$ cat config.mk
export PLATFORM = sky130hd
export DESIGN_NAME = dcit_timer
export DESIGN_NICKNAME = d
export VERILOG_FILES = /design/src/dcit_pkg.sv /design/src/dcit_timer.sv
export VERILOG_INCLUDE_DIRS = /design/src
export SDC_FILE = /design/constraint.sdc
export NUM_CORES = 1
export LEC_CHECK = 0
export ABC_AREA = 1
export BUFFER_PORTS_ARGS = -buffer_cell sky130_fd_sc_hd__buf_2
export CAP_MARGIN = 10
export CORE_UTILIZATION = 60
export CTS_CLUSTER_DIAMETER = 80
export CTS_CLUSTER_SIZE = 10
export DETAILED_ROUTE_END_ITERATION = 12
export PLACE_DENSITY = 0.85
export SLEW_MARGIN = 10
export SYNTH_ARGS = -nofsm -noshare
export SYNTH_HDL_FRONTEND = slang
export SYNTH_SLANG_ARGS = --single-unit
$ cat constraint.sdc
create_clock -name i_clk -period 3.1 [get_ports i_clk]
set_clock_uncertainty 0.05 [all_clocks]
set_input_delay 0.155 -clock i_clk [delete_from_list [all_inputs] [get_ports i_clk]]
set_output_delay 0.155 -clock i_clk [all_outputs]
set_load 0.02 [all_outputs]
$ cat src/dcit_regs.svh
// register offsets, field positions and reset values of the interval timer
// assumes an avalon-mm slave with word-aligned byte addresses
`ifndef DCIT_REGS_SVH
`define DCIT_REGS_SVH
`define DCIT_OFS_MODE 4'h0
`define DCIT_OFS_PINC 4'h1
`define DCIT_OFS_COUNT 4'h2
`define DCIT_OFS_RUNC 4'h3
`define DCIT_OFS_CLKEN 4'h4
`define DCIT_OFS_STAT 4'h5
`define DCIT_OFS_CLR 4'h6
`define DCIT_OFS_IEN 4'h7
`define DCIT_MODE_LSB 0
`define DCIT_SRC_LSB 4
`define DCIT_EDGPL_BIT 3
`define DCIT_POL_BIT 0
`define DCIT_OEN_BIT 2
`define DCIT_FILT_LSB 4
`define DCIT_GATE_LSB 6
`define DCIT_START_BIT 0
`define DCIT_RUNF_BIT 1
`define DCIT_STOP_BIT 2
`define DCIT_UNDF_BIT 5
`define DCIT_MODE_RST 8'h00
`define DCIT_PINC_RST 8'h00
`define DCIT_COUNT_RST 16'hffff
`define DCIT_DIV8 5'h07
`define DCIT_DIV2 5'h01
`define DCIT_DIV32 5'h1f
`endif

$ cat src/dcit_pkg.sv
// types of the down-counting interval timer
// assumes dcit_regs.svh supplies the numeric constants
package dcit_pkg;
   typedef enum logic [2:0]
   {
      dcit_src_sys = 3'h0,
      dcit_src_div8 = 3'h1,
      dcit_src_div2 = 3'h3,
      dcit_src_low = 3'h4,
      dcit_src_link = 3'h5,
      dcit_src_sub = 3'h6
   } dcit_src_t;
   typedef enum logic [2:0]
   {
      dcit_md_timer = 3'h0,
      dcit_md_pulse = 3'h1,
      dcit_md_event = 3'h2,
      dcit_md_width = 3'h3,
      dcit_md_period = 3'h4
   } dcit_mode_t;
endpackage : dcit_pkg

$ cat src/dcit_timer.sv
// down-counting interval timer with avalon-mm register slave
// assumes all pin inputs asynchronous to i_clk; one clock domain
//
// The Avalon-MM register port and the address map were left to the implementer.
`timescale 1ns/10ps
`include "dcit_regs.svh"
module dcit_timer
   import dcit_pkg::*;
(
   input wire logic i_clk,
   input wire logic i_reset_n,
   input wire logic [4:0] i_avs_address,
   input wire logic i_avs_read,
   input wire logic i_avs_write,
   input wire logic [31:0] i_avs_writedata,
   input wire logic [3:0] i_avs_byteenable,
   output logic [31:0] o_avs_readdata,
   output logic o_avs_waitrequest,
   input wire logic i_timer_io_pin,
   input wire logic i_low_clk_tick,
   input wire logic i_sub_clk_tick,
   input wire logic i_event_link,
   input wire logic i_gate_irq_pin,
   output logic o_timer_io_pin,
   output logic o_timer_io_pin_oe,
   output logic o_timer_out_pin,
   output logic o_timer_out_pin_oe,
   output logic o_timer_interrupt
);
   logic [7:0] mode_reg, mode_next;
   logic [7:0] pinc_reg, pinc_next;
   logic [15:0] reload_reg, reload_next;
   logic [15:0] cnt_reg, cnt_next;
   logic run_reg, run_next;
   logic undf_reg, undf_next;
   logic clken_reg, clken_next;
   logic stat_reg, stat_next;
   logic ien_reg, ien_next;
   logic lvl_reg, lvl_next;
   logic [31:0] rdata_reg, rdata_next;
   logic wait_reg, wait_next;
   logic irq_reg, irq_next;
   logic [4:0] pre_reg, pre_next;
   logic [4:0] fdiv_reg, fdiv_next;
   logic [1:0] sync_reg, sync_next;
   logic [1:0] gsync_reg, gsync_next;
   logic [2:0] flt_reg, flt_next;
   logic fin_reg, fin_next;
   logic tick;
   logic evt;
   logic gate_ok;
   logic fs;
   logic uf;
   logic wr, rd;
   dcit_mode_t md;
   dcit_src_t src;

   // word index of an avalon byte address
   function automatic logic [3:0] widx(input logic [4:0] a);
      widx = a[4:2] == 3'h0 ? 4'h0 : {1'b0, a[4:2]};
   endfunction : widx

   // divider strobe: every masked bit of the free-running count is set
   function automatic logic rate_hit(input logic [4:0] c,
                                     input logic [4:0] m);
      rate_hit = (c & m) == m;
   endfunction : rate_hit

   assign md = dcit_mode_t'(mode_reg[`DCIT_MODE_LSB +: 3]);
   assign src = dcit_src_t'(mode_reg[`DCIT_SRC_LSB +: 3]);
   // writes land at the answer edge; reads are captured at the taking edge
   // so that the read word already stands when waitrequest is seen low
   assign wr = i_avs_write & ~wait_reg;
   assign rd = i_avs_read & wait_reg;

   // prescaler and filter divider free-run only while the gate is on
   always_comb
   begin
      pre_next = clken_reg ? pre_reg + 5'h01 : 5'h00;
      fdiv_next = clken_reg ? fdiv_reg + 5'h01 : 5'h00;
      unique case (src)
         dcit_src_sys: tick = 1'b1;
         dcit_src_div8: tick = rate_hit(pre_reg, `DCIT_DIV8);
         dcit_src_div2: tick = rate_hit(pre_reg, `DCIT_DIV2);
         dcit_src_low: tick = i_low_clk_tick;
         dcit_src_link: tick = i_event_link;
         dcit_src_sub: tick = i_sub_clk_tick;
         default: tick = 1'b0;
      endcase
   end

   // io pin: two-flop synchroniser, then optional filter that changes only when three samples agree
   always_comb
   begin
      sync_next = {sync_reg[0], i_timer_io_pin};
      gsync_next = {gsync_reg[0], i_gate_irq_pin};
      unique case (pinc_reg[`DCIT_FILT_LSB +: 2])
         2'h1: fs = 1'b1;
         2'h2: fs = rate_hit(fdiv_reg, `DCIT_DIV8);
         2'h3: fs = fdiv_reg == `DCIT_DIV32;
         default: fs = 1'b0;
      endcase
      flt_next = fs ? {flt_reg[1:0], sync_reg[1]} : flt_reg;
      if (pinc_reg[`DCIT_FILT_LSB +: 2] == 2'h0)
         fin_next = sync_reg[1];
      else if (flt_reg == 3'h7)
         fin_next = 1'b1;
      else if (flt_reg == 3'h0)
         fin_next = 1'b0;
      else
         fin_next = fin_reg;
   end

   // qualified event edge and its gate
   always_comb
   begin
      unique case (pinc_reg[`DCIT_GATE_LSB +: 2])
         2'h0: gate_ok = 1'b1;
         2'h1: gate_ok = gsync_reg[1] ^ mode_reg[`DCIT_EDGPL_BIT];
         2'h2: gate_ok = lvl_reg ^ mode_reg[`DCIT_EDGPL_BIT];
         default: gate_ok = 1'b0;
      endcase
      // rising edge, or falling with the polarity bit set
      evt = gate_ok & (pinc_reg[`DCIT_POL_BIT] ? (fin_reg & ~fin_next)
                                               : (~fin_reg & fin_next));
   end

   // counter, flags and register writes
   always_comb
   begin
      mode_next = mode_reg;
      pinc_next = pinc_reg;
      reload_next = reload_reg;
      cnt_next = cnt_reg;
      run_next = run_reg;
      undf_next = undf_reg;
      clken_next = clken_reg;
      stat_next = stat_reg;
      ien_next = ien_reg;
      lvl_next = lvl_reg;
      uf = 1'b0;
      if (run_reg && (md == dcit_md_event ? evt : tick))
      begin
         if (cnt_reg == 16'h0000)
         begin
            uf = 1'b1;
            cnt_next = reload_reg;
         end
         else
            cnt_next = cnt_reg - 16'h0001;
      end
      if (uf && (md == dcit_md_pulse || md == dcit_md_event))
         lvl_next = ~lvl_reg;
      if (!run_reg && md == dcit_md_pulse)
         lvl_next = ~pinc_reg[`DCIT_POL_BIT];
      if (wr && widx(i_avs_address) == `DCIT_OFS_CLKEN && i_avs_byteenable[0])
         clken_next = i_avs_writedata[0];
      if (wr && clken_reg && i_avs_byteenable[0])
      begin
         unique case (widx(i_avs_address))
            `DCIT_OFS_MODE: mode_next = {1'b0, i_avs_writedata[6:0]};
            `DCIT_OFS_PINC: pinc_next = i_avs_writedata[7:0] & 8'hf5;
            `DCIT_OFS_COUNT:
            begin
               reload_next[7:0] = i_avs_writedata[7:0];
               if (!run_reg)
                  cnt_next[7:0] = i_avs_writedata[7:0];
            end
            `DCIT_OFS_RUNC:
            begin
               run_next = i_avs_writedata[`DCIT_START_BIT];
               if (i_avs_writedata[`DCIT_STOP_BIT])
                  run_next = 1'b0;
               if (!i_avs_writedata[`DCIT_UNDF_BIT])
                  undf_next = 1'b0;
            end
            `DCIT_OFS_CLR:
               if (i_avs_writedata[0])
                  stat_next = 1'b0;
            `DCIT_OFS_IEN: ien_next = i_avs_writedata[0];
            default: ;
         endcase
      end
      if (wr && clken_reg && i_avs_byteenable[1]
          && widx(i_avs_address) == `DCIT_OFS_COUNT)
      begin
         reload_next[15:8] = i_avs_writedata[15:8];
         if (!run_reg)
            cnt_next[15:8] = i_avs_writedata[15:8];
      end
      // set wins over a clear in the same cycle
      if (uf)
      begin
         undf_next = 1'b1;
         stat_next = 1'b1;
      end
   end

   // answer, readback and outputs
   always_comb
   begin
      wait_next = ~((i_avs_read | i_avs_write) & wait_reg);
      rdata_next = rdata_reg;
      if (rd)
      begin
         unique case (widx(i_avs_address))
            `DCIT_OFS_MODE: rdata_next = {24'h0, mode_reg};
            `DCIT_OFS_PINC: rdata_next = {24'h0, pinc_reg};
            `DCIT_OFS_COUNT: rdata_next = {16'h0, cnt_reg};
            `DCIT_OFS_RUNC: rdata_next = {26'h0, undf_reg, 3'h0, run_reg,
                                          run_reg};
            `DCIT_OFS_CLKEN: rdata_next = {31'h0, clken_reg};
            `DCIT_OFS_STAT: rdata_next = {31'h0, stat_reg};
            `DCIT_OFS_IEN: rdata_next = {31'h0, ien_reg};
            default: rdata_next = 32'h0;
         endcase
      end
      irq_next = stat_next & ien_next;
   end

   // bus answer and clock gate
   always_ff @(posedge i_clk or negedge i_reset_n)
   begin
      if (!i_reset_n)
      begin
         clken_reg <= 1'b0;
         rdata_reg <= 32'h0;
         wait_reg <= 1'b1;
      end
      else
      begin
         clken_reg <= clken_next;
         rdata_reg <= rdata_next;
         wait_reg <= wait_next;
      end
   end

   // pin synchronisers keep running so the pins settle before the gate opens
   always_ff @(posedge i_clk or negedge i_reset_n)
   begin
      if (!i_reset_n)
      begin
         sync_reg <= 2'h0;
         gsync_reg <= 2'h0;
      end
      else
      begin
         sync_reg <= sync_next;
         gsync_reg <= gsync_next;
      end
   end

   // timer state is held in reset while the clock gate is off
   always_ff @(posedge i_clk or negedge i_reset_n)
   begin
      if (!i_reset_n)
      begin
         mode_reg <= `DCIT_MODE_RST;
         pinc_reg <= `DCIT_PINC_RST;
         reload_reg <= `DCIT_COUNT_RST;
         cnt_reg <= `DCIT_COUNT_RST;
         run_reg <= 1'b0;
         undf_reg <= 1'b0;
         lvl_reg <= 1'b1;
      end
      else if (!clken_reg)
      begin
         mode_reg <= `DCIT_MODE_RST;
         pinc_reg <= `DCIT_PINC_RST;
         reload_reg <= `DCIT_COUNT_RST;
         cnt_reg <= `DCIT_COUNT_RST;
         run_reg <= 1'b0;
         undf_reg <= 1'b0;
         lvl_reg <= 1'b1;
      end
      else
      begin
         mode_reg <= mode_next;
         pinc_reg <= pinc_next;
         reload_reg <= reload_next;
         cnt_reg <= cnt_next;
         run_reg <= run_next;
         undf_reg <= undf_next;
         lvl_reg <= lvl_next;
      end
   end

   // interrupt status, enable and request, cleared with the timer state
   always_ff @(posedge i_clk or negedge i_reset_n)
   begin
      if (!i_reset_n)
      begin
         stat_reg <= 1'b0;
         ien_reg <= 1'b0;
         irq_reg <= 1'b0;
      end
      else if (!clken_reg)
      begin
         stat_reg <= 1'b0;
         ien_reg <= 1'b0;
         irq_reg <= 1'b0;
      end
      else
      begin
         stat_reg <= stat_next;
         ien_reg <= ien_next;
         irq_reg <= irq_next;
      end
   end

   // prescaler, filter divider and filter, also held while gated off
   always_ff @(posedge i_clk or negedge i_reset_n)
   begin
      if (!i_reset_n)
      begin
         pre_reg <= 5'h00;
         fdiv_reg <= 5'h00;
         flt_reg <= 3'h0;
         fin_reg <= 1'b0;
      end
      else if (!clken_reg)
      begin
         pre_reg <= 5'h00;
         fdiv_reg <= 5'h00;
         flt_reg <= 3'h0;
         fin_reg <= 1'b0;
      end
      else
      begin
         pre_reg <= pre_next;
         fdiv_reg <= fdiv_next;
         flt_reg <= flt_next;
         fin_reg <= fin_next;
      end
   end

   logic out_reg, out_oe_reg, io_reg, io_oe_reg;
   always_ff @(posedge i_clk or negedge i_reset_n)
   begin
      if (!i_reset_n)
      begin
         out_reg <= 1'b0;
         out_oe_reg <= 1'b0;
         io_reg <= 1'b0;
         io_oe_reg <= 1'b0;
      end
      else
      begin
         out_reg <= lvl_next;
         out_oe_reg <= clken_next & pinc_next[`DCIT_OEN_BIT];
         io_reg <= lvl_next;
         io_oe_reg <= clken_next
                      && mode_next[`DCIT_MODE_LSB +: 3] == dcit_md_pulse;
      end
   end

   assign o_timer_out_pin = out_reg;
   assign o_timer_out_pin_oe = out_oe_reg;
   assign o_timer_io_pin = io_reg;
   assign o_timer_io_pin_oe = io_oe_reg;
   assign o_timer_interrupt = irq_reg;
   assign o_avs_readdata = rdata_reg;
   assign o_avs_waitrequest = wait_reg;
endmodule : dcit_timer

== After elaboration in Yosys (flattened, before gate mapping) ==
Index checks and enable logic that the tools add are counted.
Word-level totals
  word-level logic and storage cells: 160
  bits in registers: 109
  output and inout port bits: 38
  input port bits: 50
Cells by class
  reduce and logical (&&, ||, !) cells: 24
  bitwise operators: 17
  add/sub/neg operators: 3
  mux-type cells: 57
  equal/unequal tests: 34
Operators by type and width (count)
  $mux 8: 14
  $pmux 16 s7: 1
  $mux 16: 4
  $eq 3x3->1 const B: 10
  $mux 1: 30
  $logic_not 16->1: 1
  $sub 16x1->16 const B: 1
  $ne 2x1->1 const B: 7
  $eq 3x1->1 const B: 4
  $eq 3x2->1 const B: 4
  $add 5x1->5 const B: 2
  $logic_and 1x1->1: 10
  $mux 5: 2
  $logic_not 3->1: 3
  $mux 3: 3
  $and 1x1->1: 8
  $reduce_and 2->1: 4
  $eq 2x2->1 const B: 3
  $ne 3x1->1 const B: 2
  $not 1->1: 6
  $pmux 1 s3: 2
  $pmux 1 s6: 1
  $eq 5x5->1 const B: 1
  $eq 2x1->1 const B: 2
  8 further kinds: 10

== Logic depth before layout (Yosys ltp) ==
Gate-level depths: netlist of the first run.
  depth after elaboration: 15
  depth in mapped cells: 15
  mapped depth without buffers: 15

== Worst setup path after synthesis of the first run ==
No wires, ideal clock.
  path kind: register -> register
  from: register pre_reg[0]
  to: register cnt_reg[5]
  path buffers: 0
  data required time: 2.971 ns
  path slack: 1.289 ns
  setup time: 0.079 ns
  clock period less this slack: 1.811 ns
  stages on the path, launching flop included: 14
  arrival: 1.683 ns
  cell sequence: dfrtp_1 -> ha_1 -> ha_1 -> nor2_1 -> nand2_1 -> nand2_1 -> a21oi_1 -> o21ai_1 -> inv_1 -> nand2_2 -> nand2_1 -> nand2_1 -> inv_1 -> o21ai_0
On the way
  word-level cells in the longest chain between the ends: 9
Ends and longest elaborated chain
  start: declaration: line dcit_timer.sv:43  | logic [4:0] pre_reg, pre_next;
  start signal: assignment: line dcit_timer.sv:330  | pre_reg <= pre_next;
  $eq 3x3->1: line dcit_timer.sv:66  | rate_hit = (c & m) == m;
  $pmux 1 s6 *: line dcit_timer.sv:81  | unique case (src)
  $mux 1 *: line dcit_timer.sv:142  | if (run_reg && (md == dcit_md_event ? evt : tick))
  $logic_and 1x1->1 *: line dcit_timer.sv:142
  $mux 16 *: line dcit_timer.sv:142
  $mux 8: line dcit_timer.sv:166  | if (!run_reg)
  $mux 8: line dcit_timer.sv:160  | unique case (widx(i_avs_address))
  $mux 8 *: line dcit_timer.sv:158  | if (wr && clken_reg && i_avs_byteenable[0])
  $mux 16 *: line dcit_timer.sv:266  | else if (!clken_reg)
  end signal: assignment: line dcit_timer.sv:261  | cnt_reg <= `DCIT_COUNT_RST;
  end signal: assignment: line dcit_timer.sv:271  | cnt_reg <= `DCIT_COUNT_RST;
  end signal: assignment: line dcit_timer.sv:281  | cnt_reg <= cnt_next;
  end: declaration: line dcit_timer.sv:33  | logic [15:0] cnt_reg, cnt_next;
Every way passes the cells marked *; elsewhere a longest branch is shown, timed or not.
A chain may end at the register's enable or synchronous reset.

== Final worst setup path of the first run ==
  from: register cnt_reg[0]
  to: register cnt_reg[11]
On the way
  word-level cells in the longest chain between the ends: 6
  elaborated cells between the ends (all ways): 7
  classes of those cells: add/sub (1); mux (5); reduce/logical (1)
Ends and longest elaborated chain
  $sub 16x1->16 / $logic_not 16->1 (equally long branches): line dcit_timer.sv:150, dcit_timer.sv:144
  $mux 16 *: line dcit_timer.sv:144  | if (cnt_reg == 16'h0000)
  $mux 16 *: line dcit_timer.sv:142
  $mux 8: line dcit_timer.sv:188  | if (!run_reg)
  $mux 8 *: line dcit_timer.sv:184  | if (wr && clken_reg && i_avs_byteenable[1]
  $mux 16 *: line dcit_timer.sv:266
Marks and branches as above.

==> results_dict.tcl, run 1 <==
set metrics [dict create \
    relSlewSlack 0.4808 \
    place_hpwl_mm 8.447 \
    yosys_warnings 0 \
    hold_viol 1 \
    wirelength_mm 11.53 \
    worstSetupStartpoint "cnt_reg[0]$_DFF_PN1_" \
    tightest_slew_ns 0.7769 \
    cts_setup_buffers 0 \
    tritoncts.num_buffers 9 \
    timing.fmax_mhz 437.5 \
    drc_errors 0 \
    syn_to_final_growth_pct 12.24 \
    reg2reg_to "cnt_reg[11]$_DFF_PN1_" \
    grt_max_degree 38 \
    core_um2 7767 \
    gr-total-overflow 0 \
    num_vias 4437 \
    yosysUniqueCellTypes 43 \
    htreeDepth 3 \
    r2r_start "cnt_reg[0]$_DFF_PN1_" \
    multi_input_area_um2 2076 \
    drv_slew 0 \
    grt_pass1_wl_mm 19.49 \
    ant_nets 0 \
    cts_resized 0 \
    period_minus_slack_ns 2.286 \
    cp.required_ns 3.34 \
    pin_count 88 \
    worstPathMaxFanout 7 \
    rr_worst_depth 14 \
    setup_slack_ns 0.8141 \
    cp.arrival_ns 2.53 \
    clk_latency_ns 0.36 \
    synth_cells 616 \
    irDropWorstVdd_mv 0.2704 \
    regArea_um2 2245 \
    grt_usage 0.2962 \
    drive_gt1_frac 0.1779 \
    postSynthAreaPerCell_um2 7.869 \
    synth-seq-area-share 0.4631 \
    crit_type "reg2reg" \
    cap_violations 0 \
    cp-start-kind "flip-flop" \
    fin_hold_ws_ns -0.003112 \
    post-place-ws_ns 0.8752 \
    gp_congestion 0.9653 \
    fp-row-count 32 \
    antenna_found_initial 0 \
    die_area_um2 8442 \
    netlist_area_um2 4847 \
    clockBufferDepth 2 \
    num_antenna_cells 0 \
    vias_per_cell 5.674 \
    p_leak_nw 2.892 \
    outcome "finished, violations left" \
    hold_path.class "in2reg" \
    grt_pass1_vias 4148 \
    setup_tns_ns 0 \
    r2r_setup_slack_ns 0.81 \
    power_mw 2.553 \
    wl_per_cell_um 14.74 \
    port_buffers 51 \
    die_width_um 91.88 \
    rsz0062_at_grt "false" \
    die_y_um 91.88 \
    violations "hold timing" \
    initial_core_util 0.6240 \
    cts_root_buf "clkbuf_8" \
    finalNetCount 735 \
    cts_tree "built" \
    cts.clk_slew.worst_paths_ns 0.08 \
    endpoint "cnt_reg[11]$_DFF_PN1_" \
    first_pass_iters 6 \
    cts.sinks 88 \
    power_density_nw_per_um2 469.3 \
    endpoint_kind "flip-flop" \
    initialDrtViolationCount 560 \
    ys_seq_elements 88 \
    fill_cells 620 \
    period_share 0.7374 \
    setup-violations-final 0 \
]
[worst min-delay path by stage]
stage                             startpoint                              to  slack, ns  depth (start not counted)
final                     i_avs_writedata[3]       reload_reg[3]$_DFFE_PN1P_     -0.003                          3
after global routing      i_avs_writedata[9]       reload_reg[9]$_DFFE_PN1P_       0.03                          3
after CTS                 i_avs_writedata[3]       reload_reg[3]$_DFFE_PN1P_     0.0006                          3
after detailed placement           i_reset_n  o_avs_readdata[11]$_DFFE_PN0P_       0.09                          1
after global placement             i_reset_n  o_avs_readdata[10]$_DFFE_PN0P_       0.08                          1
after floorplan                    i_reset_n             clken_reg$_DFF_PN0_      -0.19                          0
[metrics by stage]
| stage | cell area (um2) | std cells | util |
|---|---|---|---|
| finish | 5440 | 782 | 0.7004 |
| CTS | 5440 | 782 | 0.7004 |
| global route | 5440 | 782 | 0.7004 |
| detailed placement | 5115 | 755 | 0.6585 |
| global placement | 5115 | 755 | 0.6585 |
| floorplan | 4903 | 631 | - |
[cell type report]
class | instances | area share
clock buffers | 12 | 0.02668
clock inverters | 4 | 0.01288
inverters | 97 | 0.06693
multi-input cells | 411 | 0.3816
flip-flops and latches | 88 | 0.4126
well taps | 102 | 0.02346
repair buffers | 68 | 0.07590
[layout by cell type, fill, tap and decap left out, types with 16 or more instances in the layout]
cell	instances
nand2_1	144
inv_1	93
dfrtp_1	54
o21ai_0	51
buf_2	50
nor2_1	42
nand3_1	38
dfstp_2	34
a21oi_1	24
conb_1	16
[where the power goes]
group	internal, mW	switching [mW]	leakage, nW
clock network	0.474	0.395	0.110
logic	0.112	0.285	1.70
registers	1.25	0.0408	1.08
[Yosys cell counts]
cell type | number | area share
nand2_1 | 144 | 0.11
inv_1 | 93 | 0.072
dfrtp_1 | 54 | 0.28
o21ai_0 | 51 | 0.053
nor2_1 | 42 | 0.033
nand3_1 | 38 | 0.039
dfstp_2 | 34 | 0.18
a21oi_1 | 24 | 0.025
buf_4 | 18 | 0.028
o22ai_1 | 12 | 0.015
xor2_1 | 12 | 0.022
clkbuf_1 | 10 | 0.0077
ha_1 | 10 | 0.026
nor3_1 | 8 | 0.0083
o21ai_1 | 8 | 0.0083
o31ai_1 | 8 | 0.012
nand4_1 | 6 | 0.0077
o211ai_1 | 6 | 0.0093
buf_2 | 4 | 0.0041
inv_2 | 4 | 0.0031
nor4_1 | 4 | 0.0052
a221oi_1 | 2 | 0.0036
buf_6 | 2 | 0.0046
nand2_2 | 2 | 0.0026
o21ai_2 | 2 | 0.0036
a211oi_1 | 1 | 0.0015
a21oi_4 | 1 | 0.0034
a22oi_1 | 1 | 0.0015
a31o_2 | 1 | 0.0018
a31oi_1 | 1 | 0.0013
and3_1 | 1 | 0.0013
buf_1 | 1 | 0.00077
conb_1 | 1 | 0.00077
nand3b_1 | 1 | 0.0015
nand4_2 | 1 | 0.0026
nor2_2 | 1 | 0.0013
nor2_4 | 1 | 0.0023
nor3_2 | 1 | 0.0021
nor3_4 | 1 | 0.0034
o2111ai_1 | 1 | 0.0018
o211ai_2 | 1 | 0.0026
o21a_1 | 1 | 0.0015
or2_1 | 1 | 0.0013
[cell families after synthesis]
group	count (synthesis)	share of synthesized area
adders and majority gates	10	0.02581
other	1	0.0007737
DFF	88	0.4631
AOI/OAI and AO/OA	121	0.1456
and+or+nand+nor	252	0.2228
xor gates and xnor gates	12	0.02168
buffers and inverters	132	0.1203
[worst max-delay path, stage by stage (launching register included)]
cell and delay (ns):
dfstp_2 0.38, inv_1 0.15, ha_1 0.18, inv_1 0.06, nor4_1 0.25, nand2_1 0.11
nor2_1 0.38, buf_4 0.24, inv_1 0.07, nand2_1 0.06, nand2_1 0.04, nand2_1 0.05
nand3_1 0.07, nand2_1 0.08, inv_1 0.05
[routing by layer]
metal,track usage,vias to the layer above,wire length [um]
met5,0,-,0
met4,0.1133,0,276
met3,0.05307,30,1202
met2,0.4515,260,5074
met1,0.4228,2075,4974
li1,-,2072,-
[timing repair]
| action | in CTS | in global routing |
|---|---|---|
| setup endpoints to repair | 0 | 0 |
| hold buffers | 11 | 0 |
| endpoints found under the hold margin | 43 | 0 |
No activity file was read; power rests on OpenSTA's default activity.
==> inputs of run 2 (changes only) <==
- CORE_UTILIZATION: 60 -> 56
- PLACE_DENSITY: 0.85 -> 0.8
- clock period: 3.1 -> 2.3 ns (I/O delays scaled with it)
==> run 2 against run 1 <==
Against the previous run:
- the run now ends clean
- non-clock buffer count grew 13
- flip-flop and latch count is the same
- final area grew 2.1%
- first-iteration DRC count shrank 30%
- total power grew 29%
- critical endpoint is now o_timer_interrupt$_DFF_PN0_
==> results_dict.tcl, run 2 (synthesis results as in run 1) <==
set metrics [dict create \
    outcome "finished, final reports clean" \
    p_int_mw 2.300 \
    hold_path.class "in2reg" \
    worstSetupStartpoint "pinc_reg[6]$_DFFE_PN0P_" \
    critical_path.cell_chain "inv_1 -> ha_1 -> nand2_1 -> nand3_1 -> nand3_1 -> a21oi_1 -> nand2_2 -> a21oi_4 -> buf_12 -> nand2_1 -> o21ai_0 -> inv_1 -> a21oi_1" \
    switching_share 0.3020 \
    path_depth 13 \
    endpoint_kind "flip-flop" \
    drv_slew 0 \
    worstPathMaxFanout 24 \
    layout_common_cells "nand2_1 (144), inv_1 (93), dfrtp_1 (54), o21ai_0 (51), buf_2 (50)" \
    place_hpwl_mm 8.691 \
    cap_violations 0 \
    vias_per_cell 5.513 \
    num_vias 4399 \
    crit_type "reg2reg" \
    critical_path_buf_inv_count 3 \
    initialDrtViolationCount 390 \
    rr_worst_depth 13 \
    cp.arrival_ns 2.35 \
    r2r_setup_slack_ns 0.19 \
    final_area_um2 5557 \
    initial_core_util 0.5840 \
    clockBufferDepth 2 \
    fp-row-count 33 \
    timing.fmax_mhz 473.7 \
    antenna_found_initial 0 \
    fill_cells 702 \
    place_area_um2 5189 \
    tightest_slew_ns 0.5807 \
    utilization 0.6695 \
    wl_per_cell_um 14.94 \
    clk_latency_ns 0.36 \
    finalNetCount 748 \
    grt_pass1_vias 3983 \
    ant_nets 0 \
    cp-start-kind "flip-flop" \
    tritoncts.num_buffers 9 \
    p_seq_frac 0.528 \
    first_pass_iters 5 \
    max_stage_delay_ns 0.39 \
    pwr-share-comb 0.167 \
    reg2reg_to "o_timer_interrupt$_DFF_PN0_" \
    cts.sinks 88 \
    wirelength_mm 11.92 \
    grt_pass1_wl_mm 19.10 \
    irDropWorstVdd_mv 0.3546 \
    crit_slowest_cell "dfrtp_1" \
    drive_gt1_frac 0.1861 \
    drc_errors 0 \
    gp_congestion 0.9644 \
    htreeDepth 3 \
    grt_usage 0.2807 \
    grt_max_degree 53 \
    relSlewSlack 0.6099 \
    die_y_um 95.04 \
    period_minus_slack_ns 2.111 \
    whs_path_depth 3 \
    cts_tree "built" \
    p_leak_nw 2.937 \
    setup_tns_ns 0 \
    setup-violations-final 0 \
    die_width_um 95.04 \
    cts.clk_slew.worst_paths_ns 0.09 \
    gr-total-overflow 0 \
    crit_family "compound AO/OA/AOI/OAI gates" \
    pin_count 88 \
    cp.required_ns 2.54 \
    power_density_nw_per_um2 592.9 \
    switching_power_uw 994.8 \
    pwr-share-clk 0.305 \
    num_antenna_cells 0 \
    cts_root_buf "clkbuf_8" \
    period_share 0.9178 \
    die_area_um2 9032 \
    hold_start "i_avs_writedata[6]" \
    core_um2 8299 \
    syn_to_final_growth_pct 14.64 \
    r2r_start "pinc_reg[6]$_DFFE_PN0P_" \
    final_common_cell "nand2_1" \
    cts_setup_buffers 0 \
    rsz0062_at_grt "false" \
    port_buffers 51 \
    hold_viol 0 \
    endpoint "o_timer_interrupt$_DFF_PN0_" \
]
run 2: power by group through the flow:
| stage | Combinational [mW] | Clock, mW | Sequential [mW] |
|---|---|---|---|
| 4_1_cts | 0.542 | 1.03 | 1.74 |
| 6_report | 0.550 | 1.01 | 1.74 |
| 5_1_grt | 0.612 | 1.09 | 1.75 |
| 3_5_place_dp | 0.516 | 0 | 1.77 |
| 2_1_floorplan | 0.307 | 0 | 1.79 |
| 3_3_place_gp | 0.500 | 0 | 1.76 |
run 2: area by class of cell:
type | count | area, um2 | share of cell area
sequential | 88 | 2245 | 0.4040
inverter | 97 | 364.1 | 0.06553
clock buffer | 12 | 155.1 | 0.02792
timing repair buffer | 81 | 553.0 | 0.09953
tap | 105 | 131.4 | 0.02364
clock inverter | 4 | 28.78 | 0.005179
multi-input combinational | 411 | 2079 | 0.3742
run 2: worst reg2reg max path, delay by kind of cell (launching register included):
kind	cells	cell delay [ns]
adders and majority gates	1	0.22
buffers and inverters	3	0.40
AOI/OAI and AO/OA	4	0.55
and+or+nand+nor	5	0.42
DFF	1	0.39
run 2: routing by layer:
layer	global-route usage	share of wire
met1	0.4038	0.45
met2	0.4149	0.43
met3	0.06459	0.098
met4	0.1010	0.021
met5	0	0
run 2: how the worst min path moves through the flow:
stage                                endpoint
finish              reload_reg[6]$_DFFE_PN1P_
floorplan                 clken_reg$_DFF_PN0_
global placement        fdiv_reg[1]$_DFF_PN0_
detailed placement      fdiv_reg[2]$_DFF_PN0_
global route             cnt_reg[0]$_DFF_PN1_
CTS                 reload_reg[6]$_DFFE_PN1P_
run 2: through the flow:
step | std cells | total power, mW | setup WS, ns | hold WS [ns]
after floorplan | 631 | 2.094 | 0.4886 | -0.2306
after global placement | 764 | 2.259 | 0.2806 | 0.04810
final | 798 | 3.295 | 0.1890 | 0.01304
after global routing | 798 | 3.449 | 0.006925 | 0.009216
after CTS | 798 | 3.312 | 0.1787 | 0.004107
after detailed placement | 764 | 2.281 | 0.2054 | 0.05767
run 2: timing repair:
item                                   in CTS  in global routing
hold buffers                               18                  0
resized for setup                           0                  1
setup endpoints to repair                   0                  2
endpoints found under the hold margin      32                  0
